`config.mk`:
```
export PLATFORM = sky130hd
export DESIGN_NAME = lcdr_i2c_rx
export DESIGN_NICKNAME = d
export VERILOG_FILES = /design/src/lcdr_sync.v /design/src/lcdr_i2c_rx.v
export VERILOG_INCLUDE_DIRS = /design/src
export SDC_FILE = /design/constraint.sdc
export NUM_CORES = 1
export LEC_CHECK = 0
export ABC_AREA = 1
export BUFFER_PORTS_ARGS = -buffer_cell sky130_fd_sc_hd__buf_2
export CAP_MARGIN = 5
export CORE_UTILIZATION = 60
export CTS_BUF_LIST = sky130_fd_sc_hd__clkbuf_4
export CTS_CLUSTER_DIAMETER = 30
export DETAILED_ROUTE_END_ITERATION = 16
export PLACE_DENSITY = 0.81
export REMOVE_ABC_BUFFERS = 1
export SETUP_SLACK_MARGIN = 0.4
export SLEW_MARGIN = 25
export SYNTH_ARGS = -nofsm -noshare
export SYNTH_HDL_FRONTEND = slang
export SYNTH_HIERARCHICAL = 1
export SYNTH_SLANG_ARGS = --single-unit
```
`constraint.sdc`:
```
create_clock -name clock -period 2.9 [get_ports clock]
set_input_delay 0.29 -clock clock [delete_from_list [all_inputs] [get_ports clock]]
set_output_delay 0.29 -clock clock [all_outputs]
set_load 0.05 [all_outputs]
```
`src/lcdr_regs.vh`:
```
// constants for the display driver two-wire slave receiver
// assumes the includer runs on one 200 MHz logic clock
`ifndef LCDR_REGS_VH
`define LCDR_REGS_VH

// ==========================================================
// slave address byte layout
`define LCDR_ADDR_FIXED     6'h1c
`define LCDR_ADDR_FIXED_HI  7
`define LCDR_ADDR_FIXED_LO  2
`define LCDR_ADDR_SEL_BIT   1
`define LCDR_ADDR_DIR_BIT   0

// ==========================================================
// byte framing
`define LCDR_BYTE_BITS      4'h8
`define LCDR_CONT_BIT       7

// ==========================================================
// display pointer and subaddress widths and reset values
`define LCDR_PTR_W          5
`define LCDR_PTR_LAST       5'h1f
`define LCDR_PTR_RST        5'h00
`define LCDR_SUB_W          3
`define LCDR_SUB_RST        3'h0

// ==========================================================
// synchroniser reset levels: scl, sda idle high, straps low
`define LCDR_SYNC_W         6
`define LCDR_SYNC_RST       6'h03

`endif

```
`src/lcdr_sync.v`:
```
// three-stage input synchroniser with agreement filter
// assumes inputs are asynchronous to clock
`timescale 1ns/1ps

module lcdr_sync #(
    parameter             WIDTH   = 1,
    parameter [WIDTH-1:0] RST_VAL = {WIDTH{1'b0}}
) (
    input  wire             clock,
    input  wire             rst,
    input  wire [WIDTH-1:0] async_in,
    output wire [WIDTH-1:0] level_out
);

// ==========================================================
// stages
reg [WIDTH-1:0] s1_ff;
reg [WIDTH-1:0] s2_ff;
reg [WIDTH-1:0] s3_ff;
reg [WIDTH-1:0] lvl_ff;

genvar i;
generate
    for (i = 0; i < WIDTH; i = i + 1) begin : g_bit
        // s1 feeds s2 only; level moves once s2 and s3 agree
        always @(posedge clock) begin
            if (rst) begin
                s1_ff[i]  <= RST_VAL[i];
                s2_ff[i]  <= RST_VAL[i];
                s3_ff[i]  <= RST_VAL[i];
                lvl_ff[i] <= RST_VAL[i];
            end else begin
                s1_ff[i] <= async_in[i];
                s2_ff[i] <= s1_ff[i];
                s3_ff[i] <= s2_ff[i];
                if (s2_ff[i] == s3_ff[i]) begin
                    lvl_ff[i] <= s3_ff[i];
                end
            end
        end
    end
endgenerate

assign level_out = lvl_ff;

endmodule // lcdr_sync

```
`src/lcdr_i2c_rx.v`:
```
// write-only two-wire slave receiver for a segment display driver
// assumes scl, sda and strap pins are asynchronous; sda is open
// drain, resolved outside from sda_out/sda_oe; the command decoder
// and display RAM sit outside and use the strobes below
`timescale 1ns/1ps
`include "lcdr_regs.vh"

module lcdr_i2c_rx #(
    parameter PTR_W = `LCDR_PTR_W
) (
    input  wire             clock,
    input  wire             rst,
    input  wire             scl_pin,
    input  wire             sda_pin,
    input  wire             slave_addr_select_pin,
    input  wire             hw_subaddr_in_bit0,
    input  wire             hw_subaddr_in_bit1,
    input  wire             hw_subaddr_in_bit2,
    input  wire             ptr_load,
    input  wire [PTR_W-1:0] ptr_load_val,
    input  wire             dev_sel_load,
    input  wire [2:0]       dev_sel_val,
    output wire             sda_out,
    output wire             sda_oe,
    output wire             bus_idle,
    output wire             cmd_strobe,
    output wire             cmd_last,
    output wire [7:0]       rx_byte,
    output wire             data_strobe,
    output wire             data_mine,
    output wire [PTR_W-1:0] data_ptr,
    output wire [2:0]       sub_cnt
);

// ==========================================================
// states
localparam [2:0] ST_IDLE = 3'h0;
localparam [2:0] ST_ADDR = 3'h1;
localparam [2:0] ST_CMD  = 3'h2;
localparam [2:0] ST_DATA = 3'h3;
localparam [2:0] ST_SKIP = 3'h4;

localparam [PTR_W-1:0] PTR_LAST = {PTR_W{1'b1}};

// ==========================================================
// address match, used when the address byte completes
function addr_match;
    input [7:0] b;
    input       sel;
    begin
        addr_match =
            (b[`LCDR_ADDR_FIXED_HI:`LCDR_ADDR_FIXED_LO]
                == `LCDR_ADDR_FIXED) &&
            (b[`LCDR_ADDR_SEL_BIT] == sel) &&
            !b[`LCDR_ADDR_DIR_BIT];
    end
endfunction

// ==========================================================
// target match, used for the data byte acknowledge and for data_mine;
// one when the strapped subaddress is the selected one
function sub_match;
    input [2:0] pins;
    input [2:0] sel;
    begin
        sub_match = (pins == sel);
    end
endfunction

// ==========================================================
// input synchronisation
wire [`LCDR_SYNC_W-1:0] pins_lvl;

// straps ride the same pipeline so every input has one latency
lcdr_sync #(
    .WIDTH   (`LCDR_SYNC_W),
    .RST_VAL (`LCDR_SYNC_RST)
) u_sync (
    .clock     (clock),
    .rst       (rst),
    .async_in  ({hw_subaddr_in_bit2, hw_subaddr_in_bit1,
                 hw_subaddr_in_bit0, slave_addr_select_pin,
                 sda_pin, scl_pin}),
    .level_out (pins_lvl)
);

wire       scl_lvl = pins_lvl[0];
wire       sda_lvl = pins_lvl[1];
wire       sa_lvl  = pins_lvl[2];
wire [2:0] hw_sub  = pins_lvl[5:3];

// ==========================================================
// edge and condition detection
// previous levels reset to idle high, so reset shows no false edge
reg scl_prev_ff;
reg sda_prev_ff;

always @(posedge clock) begin
    if (rst) begin
        scl_prev_ff <= 1'b1;
        sda_prev_ff <= 1'b1;
    end else begin
        scl_prev_ff <= scl_lvl;
        sda_prev_ff <= sda_lvl;
    end
end

wire scl_rise = scl_lvl & ~scl_prev_ff;
wire scl_fall = ~scl_lvl & scl_prev_ff;
// data moving while clock stays high is a condition, not a bit
wire start_cond = scl_lvl & scl_prev_ff & sda_prev_ff & ~sda_lvl;
wire stop_cond  = scl_lvl & scl_prev_ff & ~sda_prev_ff & sda_lvl;

// ==========================================================
// registers
reg [2:0]       state_ff;
reg [2:0]       nxt_state;
reg [3:0]       bit_cnt_ff;
reg [3:0]       nxt_bit_cnt;
reg [7:0]       shift_ff;
reg [7:0]       nxt_shift;
reg             ack_phase_ff;
reg             nxt_ack_phase;
reg             sda_oe_ff;
reg             nxt_sda_oe;
reg             cmd_strobe_ff;
reg             nxt_cmd_strobe;
reg             cmd_last_ff;
reg             nxt_cmd_last;
reg [7:0]       rx_byte_ff;
reg [7:0]       nxt_rx_byte;
reg             data_strobe_ff;
reg             nxt_data_strobe;
reg             data_mine_ff;
reg             nxt_data_mine;
reg [PTR_W-1:0] ptr_ff;
reg [PTR_W-1:0] nxt_ptr;
reg [2:0]       sub_ff;
reg [2:0]       nxt_sub;
reg             bus_idle_ff;
reg             sda_out_ff;

wire [7:0] full_byte = shift_ff;

// ==========================================================
// bit and byte events inside a frame
// start and stop need the clock high, so they never meet a fall
wire in_frame  = (state_ff != ST_IDLE);
wire bit_take  = scl_rise & ~ack_phase_ff &
                 (bit_cnt_ff != `LCDR_BYTE_BITS);
wire ack_done  = scl_fall & ack_phase_ff;
wire byte_done = scl_fall & ~ack_phase_ff &
                 (bit_cnt_ff == `LCDR_BYTE_BITS);
// data bytes count for every device, target or not
wire data_done = in_frame & byte_done & (state_ff == ST_DATA);

// ==========================================================
// receiver next state
always @* begin
    nxt_state       = state_ff;
    nxt_bit_cnt     = bit_cnt_ff;
    nxt_shift       = shift_ff;
    nxt_ack_phase   = ack_phase_ff;
    nxt_sda_oe      = sda_oe_ff;
    nxt_cmd_strobe  = 1'b0;
    nxt_cmd_last    = cmd_last_ff;
    nxt_rx_byte     = rx_byte_ff;
    nxt_data_strobe = 1'b0;
    nxt_data_mine   = data_mine_ff;

    if (start_cond) begin
        // repeated start also lands here
        nxt_state     = ST_ADDR;
        nxt_bit_cnt   = 4'h0;
        nxt_ack_phase = 1'b0;
        nxt_sda_oe    = 1'b0;
    end else if (stop_cond) begin
        nxt_state     = ST_IDLE;
        nxt_bit_cnt   = 4'h0;
        nxt_ack_phase = 1'b0;
        nxt_sda_oe    = 1'b0;
    end else if (in_frame) begin
        if (bit_take) begin
            nxt_shift   = {shift_ff[6:0], sda_lvl};
            nxt_bit_cnt = bit_cnt_ff + 4'h1;
        end else if (ack_done) begin
            // release after the ack clock; no byte count limit
            nxt_sda_oe    = 1'b0;
            nxt_ack_phase = 1'b0;
            nxt_bit_cnt   = 4'h0;
        end else if (byte_done) begin
            nxt_ack_phase = 1'b1;
            case (state_ff)
                ST_ADDR: begin
                    if (addr_match(full_byte, sa_lvl)) begin
                        nxt_sda_oe = 1'b1;
                        nxt_state  = ST_CMD;
                    end else begin
                        nxt_state  = ST_SKIP;
                    end
                end
                ST_CMD: begin
                    nxt_sda_oe     = 1'b1;
                    nxt_cmd_strobe = 1'b1;
                    nxt_rx_byte    = full_byte;
                    nxt_cmd_last   = !full_byte[`LCDR_CONT_BIT];
                    if (!full_byte[`LCDR_CONT_BIT]) begin
                        nxt_state = ST_DATA;
                    end
                end
                ST_DATA: begin
                    nxt_data_strobe = 1'b1;
                    nxt_rx_byte     = full_byte;
                    nxt_data_mine   = sub_match(hw_sub, sub_ff);
                    nxt_sda_oe      = sub_match(hw_sub, sub_ff);
                end
                default: begin
                    nxt_sda_oe = 1'b0;
                end
            endcase
        end
    end
end

// ==========================================================
// pointer and subaddress next state
always @* begin
    nxt_ptr = ptr_ff;
    nxt_sub = sub_ff;
    // loads come from the command decoder outside; a data byte
    // ending in the same cycle overrides a pointer load
    if (ptr_load) begin
        nxt_ptr = ptr_load_val;
    end
    if (dev_sel_load) begin
        nxt_sub = dev_sel_val;
    end
    if (data_done) begin
        // every device walks the pointer in step
        nxt_ptr = ptr_ff + {{(PTR_W-1){1'b0}}, 1'b1};
        if (ptr_ff == PTR_LAST) begin
            nxt_sub = sub_ff + 3'h1;
        end
    end
end

// ==========================================================
// framing registers
// the ack enable is dropped on every start or stop
always @(posedge clock) begin
    if (rst) begin
        state_ff     <= ST_IDLE;
        bit_cnt_ff   <= 4'h0;
        shift_ff     <= 8'h00;
        ack_phase_ff <= 1'b0;
        sda_oe_ff    <= 1'b0;
        sda_out_ff   <= 1'b0;
    end else begin
        state_ff     <= nxt_state;
        bit_cnt_ff   <= nxt_bit_cnt;
        shift_ff     <= nxt_shift;
        ack_phase_ff <= nxt_ack_phase;
        sda_oe_ff    <= nxt_sda_oe;
        // open drain: only ever pulls low
        sda_out_ff   <= 1'b0;
    end
end

// ==========================================================
// byte hand-over registers
always @(posedge clock) begin
    if (rst) begin
        cmd_strobe_ff  <= 1'b0;
        cmd_last_ff    <= 1'b0;
        rx_byte_ff     <= 8'h00;
        data_strobe_ff <= 1'b0;
        data_mine_ff   <= 1'b0;
    end else begin
        cmd_strobe_ff  <= nxt_cmd_strobe;
        cmd_last_ff    <= nxt_cmd_last;
        rx_byte_ff     <= nxt_rx_byte;
        data_strobe_ff <= nxt_data_strobe;
        data_mine_ff   <= nxt_data_mine;
    end
end

// ==========================================================
// pointer, subaddress and idle registers
always @(posedge clock) begin
    if (rst) begin
        ptr_ff      <= `LCDR_PTR_RST;
        sub_ff      <= `LCDR_SUB_RST;
        bus_idle_ff <= 1'b1;
    end else begin
        ptr_ff      <= nxt_ptr;
        sub_ff      <= nxt_sub;
        // idle also needs the receiver parked, so it stays low
        // from a start until the matching stop
        bus_idle_ff <= scl_lvl & sda_lvl & (nxt_state == ST_IDLE);
    end
end

// ==========================================================
// outputs, all registered
// sda_out is a flop tied low so the pad sees a clean level;
// the enable alone decides whether the line is pulled
assign sda_out     = sda_out_ff;
assign sda_oe      = sda_oe_ff;
assign bus_idle    = bus_idle_ff;
assign cmd_strobe  = cmd_strobe_ff;
assign cmd_last    = cmd_last_ff;
assign rx_byte     = rx_byte_ff;
assign data_strobe = data_strobe_ff;
assign data_mine   = data_mine_ff;
assign data_ptr    = ptr_ff;
assign sub_cnt     = sub_ff;

endmodule // lcdr_i2c_rx

```
**After elaboration in Yosys (flattened, before gate mapping)**

Cells that the tools add are included.

- Register bits: 64
- Input port bits: 18

- $add $sub $neg: 3
- Equal/unequal tests: 16
- Muxes and demuxes: 24
- Bitwise gates (word level): 27
- Reductions and logical operators: 19

Operator list:

| cell | number |
|---|---|
| 2-to-1 mux 3 bit | 11 |
| AND reduction 7 bit | 3 |
| AND 1 bit | 16 |
| NOT 1 bit | 11 |
| 2-to-1 mux 5 bit | 2 |
| 2-to-1 mux 4 bit | 2 |
| AND reduction 4 bit | 2 |
| == test 1 bit | 7 |
| 2-to-1 mux 1 bit | 7 |
| OR reduction 7 bit | 1 |
| == test 3 x 2 -> 1 bit, second input constant | 2 |
| == test 6 x 5 -> 1 bit, second input constant | 1 |
| case mux 3 bit (2 select lines) | 1 |
| nonzero test 2 bit | 3 |
| adder 5 x 1 -> 5 bit, second input constant | 1 |
| == test 5 bit, second input constant | 1 |
| adder 4 x 1 -> 4 bit, second input constant | 1 |
| == test 4 bit, second input constant | 1 |
| inequality test 4 bit, second input constant | 1 |
| adder 3 x 1 -> 3 bit, second input constant | 1 |
| == test 3 x 1 -> 1 bit, second input constant | 1 |
| == test 3 bit | 1 |
| zero test 3 bit | 1 |
| inequality test 3 bit, second input constant | 1 |
| other kinds (8) | 10 |

**Logic depth before layout (Yosys ltp)**

- Depth in word-level cells: 13
- Depth in mapped cells: 12
- Mapped depth without buffers: 12

**Modules after synthesis**

The synthesis kept the hierarchy.

By module, submodules not included:

| module | instances | cells each | area each (sq um) | seq. area each (sq um) |
|---|---|---|---|---|
| lcdr_i2c_rx | 1 | 264 | 1985.7 | 800.8 |
| lcdr_sync | 1 | 85 | 748.2 | 480.5 |

**Worst setup path before layout**

OpenSTA, ideal clock, no wires.

- Kind: register to register
- From: register ptr_ff[0], in the netlist data_ptr[0]
- To: register sub_ff[1], in the netlist sub_cnt[1]
- Library setup time: 0.116 ns
- Arrival: 1.543 ns
- Required time: 2.784 ns
- Path slack: 1.241 ns
- Cell stages (with the launch flop): 7
- Path buffers: 0
- Period minus slack after synthesis: 1.659 ns
- Cells stage by stage: dfxtp_1 ha_1 nand2_1 nor2_1 ha_1 nand2_1 o211a_1

- Word-level cells in the longest chain between the ends: 3

RTL lines:

| element | RTL line | source |
|---|---|---|
| from (decl) | lcdr_i2c_rx.v:136 | `reg [PTR_W-1:0] ptr_ff;` |
| from (signal assigned) | lcdr_i2c_rx.v:291 | `` ptr_ff <= `LCDR_PTR_RST; `` |
| from (signal assigned) | lcdr_i2c_rx.v:295 | `ptr_ff <= nxt_ptr;` |
| == test 5 bit | lcdr_i2c_rx.v:241 | `if (ptr_ff == PTR_LAST) begin` |
| 2-to-1 mux 3 bit | lcdr_i2c_rx.v:241 |  |
| 2-to-1 mux 3 bit | lcdr_i2c_rx.v:238 | `if (data_done) begin` |
| to (signal assigned) | lcdr_i2c_rx.v:292 | `` sub_ff <= `LCDR_SUB_RST; `` |
| to (signal assigned) | lcdr_i2c_rx.v:296 | `sub_ff <= nxt_sub;` |
| to (decl) | lcdr_i2c_rx.v:138 | `reg [2:0] sub_ff;` |

Every way passes these cells.
A chain may end at the register's enable or synchronous reset.

**Worst setup path in the final report**

- From: register bit_cnt_ff[0]
- To: register rx_byte_ff[4], in the netlist rx_byte[4]

- Word-level cells in the longest chain between the ends: 4

RTL lines:

| element | RTL line | source |
|---|---|---|
| from (decl) | lcdr_i2c_rx.v:118 | `reg [3:0] bit_cnt_ff;` |
| from (signal assigned) | lcdr_i2c_rx.v:260 | `bit_cnt_ff <= nxt_bit_cnt;` |
| inequality test 4 bit (no source line) | -- |  |
| AND 1 bit | lcdr_i2c_rx.v:149 | `wire bit_take = scl_rise & ~ack_phase_ff &` |
| NOT 1 bit (no source line) | -- |  |
| AND reduction 7 bit (no source line) * | -- |  |
| to (signal assigned) | lcdr_i2c_rx.v:281 | `rx_byte_ff <= nxt_rx_byte;` |
| to (decl) | lcdr_i2c_rx.v:130 | `reg [7:0] rx_byte_ff;` |

Every way passes the cells marked *; elsewhere a longest branch is shown, timed or not.

==> impl_metrics.env <==
export IMPL_fin_area_um2=3067
export IMPL_synth_warnings=6
export IMPL_ys_types=34
export IMPL_min_path_cells=2
export IMPL_port_buffers=39
export IMPL_drt_first_pass_iters=4
export IMPL_pwr_share_comb_pct=6.3
export IMPL_drv_slew=0
export IMPL_postRouteAntennaNets=0
export IMPL_grt_setup_unrepaired="false"
export IMPL_yosys_area_top_type="dfxtp_1"
export IMPL_cap_violations=0
export IMPL_gp_congestion=0.8891
export IMPL_netSwitchingFraction_pct=24.32
export IMPL_drc=0
export IMPL_grt_pass1_vias=2026
export IMPL_hp_class="input port to flip-flop"
export IMPL_hold_buffers=0
export IMPL_p_int_uw=1196
export IMPL_ff2ff_setup_slack_ps=1050
export IMPL_hold_violations=0
export IMPL_insertion_delay_ps=400
export IMPL_synth_area_leaders="dfxtp_1 (47%), nand2_1 (7.6%), inv_1 (7.4%)"
export IMPL_ctsLongestPathBuffers=2
export IMPL_htree_levels=3
export IMPL_synth_top_area_share_pct=46.86
export IMPL_dieArea_um2=4830
export IMPL_clk_pin_slew_ps=100
export IMPL_wire_per_inst_um=11.11
export IMPL_layout_drive_gt1_share_pct=19.19
export IMPL_cts_buffers=9
export IMPL_n_fill_cell=371
export IMPL_grtUsageTotal_pct=22.62
export IMPL_required_ps=3230
export IMPL_r2r_end="rx_byte[4]"
export IMPL_cp_max_fo=16
export IMPL_outcome="finished, final reports clean"
export IMPL_setup_ws_ps=1048
export IMPL_syn_area_um2=2734
export IMPL_yosysSeqAreaShare_pct=46.86
export IMPL_crit_type="flip-flop to flip-flop"
export IMPL_grt_ovfl_total=0
export IMPL_setup_worst_path_end="rx_byte[4]"
export IMPL_total_power_uw=1580
export IMPL_cts_sinks=64
export IMPL_vias_per_cell=5.000
export IMPL_first_iter_violations=152
export IMPL_postLayoutCoreUtil_pct=70.43
export IMPL_cts_root_buffer="clkbuf_4"
export IMPL_synth_ff_latch_count=64
export IMPL_cp_arrival_ps=2180
export IMPL_vdd_drop_max_uv=326.5
export IMPL_worstSetupStartpoint="bit_cnt_ff[0]"
export IMPL_period_share_pct=63.86
export IMPL_finalSetupTns_ps=0
export IMPL_period_minus_slack_ps=1852
export IMPL_r2r_start="bit_cnt_ff[0]"
export IMPL_post_place_ws_ps=1078
export IMPL_postCtsSetupRepairBufs=0
export IMPL_io_pins=41
export IMPL_syn_inst=349
export IMPL_vias=2240
export IMPL_fin_nets=414
export IMPL_fmax_mhz=540.0
export IMPL_start_kind="flip-flop"
export IMPL_switchingPower_uw=384.3
export IMPL_dpl_cell_area_um2=2932
export IMPL_finalWirelength_um=4979
export IMPL_end_kind="flip-flop"
export IMPL_diodes=0
export IMPL_pwr_share_seq_pct=57.5
export IMPL_p_leak_uw=0.001474
export IMPL_grt_max_degree=23
export IMPL_die_w_um=69.50
export IMPL_antenna_found_initial=0
export IMPL_fp_coreArea_um2=4354
export IMPL_skew_ps=13.24
export IMPL_areaGrowthSynthToFinish_pct=12.17
export IMPL_die_h_um=69.50
export IMPL_rr_worst_depth=9
export IMPL_cts_tree="yes"
export IMPL_start_util_pct=62.79
export IMPL_grt_pass1_wl_um=8549
export IMPL_powerDensity_nw_per_um2=515.2
export IMPL_avgSynthCellArea_um2=7.833
export IMPL_dp_hpwl_um=3563
export IMPL_pwr_share_clk_pct=36.3
export IMPL_cts_resized=0
export IMPL_rows=24
export IMPL_setup_viol=0
Yosys cell counts, drive strengths merged:
cell type  number
a22oi           1
ha              5
nand3          20
a21oi          21
or2             5
a31oi           3
a221oi          1
nand2          57
nor3            5
xnor2           3
dfxtp          64
mux2i           1
inv            59
nor2           55
nand4           2
o211a           1
conb            1
clkbuf          1
buf             8
o21ai          21
a211oi         10
xor2            5
per-layer routing:
layer / share of wire [%] / vias to the layer above / global-route usage [%]
met5: 0 / - / 0
met2: 47 / 56 / 36.68
li1: - / 1190 / -
met4: 2.3 / 0 / 13.83
met1: 47 / 982 / 27.33
met3: 3.8 / 12 / 4.942
metrics by stage:
| step | hold slack, ps | instances |
|---|---|---|
| CTS | 32.60 | 448 |
| global placement | 389.0 | 432 |
| finish | 50.87 | 448 |
| floorplan | 359.1 | 340 |
| global route | 31.99 | 448 |
| detailed placement | 395.9 | 432 |
kinds of logic (layout without fill, tap and decap cells):
family / Yosys count / in the layout / share of synthesized area (%)
AOI/OAI and AO/OA: 58 / 58 / 13.55
buffers and inverters: 68 / 115 / 10.75
muxes: 1 / 1 / 0.3661
other: 1 / 1 / 0.1372
DFF: 64 / 64 / 46.87
adders and majority gates: 5 / 5 / 2.288
and+or+nand+nor: 144 / 144 / 23.48
xor gates and xnor gates: 8 / 8 / 2.563
worst min path at each step:
stage                          from              end  slack, ps
floorplan                       rst      data_ptr[2]        360
finish                      sda_pin  u_sync/s1_ff[1]         50
global route                scl_pin  u_sync/s1_ff[0]         30
detailed placement  u_sync/s1_ff[4]  u_sync/s2_ff[4]        400
global placement    u_sync/s1_ff[2]  u_sync/s2_ff[2]        390
CTS                         sda_pin  u_sync/s1_ff[1]         30
power by group through the flow:
stage | Clock [µW] | Combinational [µW] | Sequential (µW)
floorplan | 0 | 38.2 | 949
global placement | 0 | 96.7 | 927
detailed placement | 0 | 98.9 | 928
CTS | 590 | 99.6 | 908
global route | 629 | 110 | 911
finish | 573 | 99.0 | 908
critical path: stages (launching register included):
cell and delay [ps]:
dfxtp_1 410, inv_1 70, ha_1 200, nand2_1 130, nor2_4 70, nand3_2 200, inv_4 90, nor2_4 350
nor2_1 100, a211oi_2 150
placed cells by master, fill, tap and decap left out, types with 2 or more instances in the layout:
cell      synthesis  layout
dfxtp_1          64      64
nand2_1          55      55
inv_1            54      54
nor2_1           50      50
buf_2             2      39
a21oi_1          21      21
o21ai_0          20      20
nand3_1          19      19
clkbuf_4          0      10
a211oi_2          8       8
nor3_1            5       5
nor2_4            5       5
xor2_1            5       5
or2_1             5       5
ha_1              5       5
inv_2             4       4
a31oi_1           3       3
xnor2_1           3       3
nand4_1           2       2
a211oi_1          2       2
clkinv_2          0       2
flip-flops by register name, summed over array words and instances (netlist names):
signal,cells
full_byte,8
rx_byte,8
u_sync/level_out,6
u_sync/s1_ff,6
u_sync/s2_ff,6
u_sync/s3_ff,6
data_ptr,5
bit_cnt_ff,4
state_ff,3
sub_cnt,3
ack_phase_ff,1
bus_idle,1
cmd_last,1
cmd_strobe,1
data_mine,1
data_strobe,1
scl_prev_ff,1
sda_oe,1
sda_prev_ff,1
final cells by class:
cell class              instances  area (µm²)  area share [%]
clock buffers                  10       75.07           2.448
clock inverters                 6       60.06           1.958
inverters                      59       224.0           7.303
multi-input cells             217        1159           37.78
flip-flops and latches         64        1281           41.78
well taps                      52       65.06           2.122
repair buffers                 40       202.7           6.610
Power figures use the tool's default switching activity.
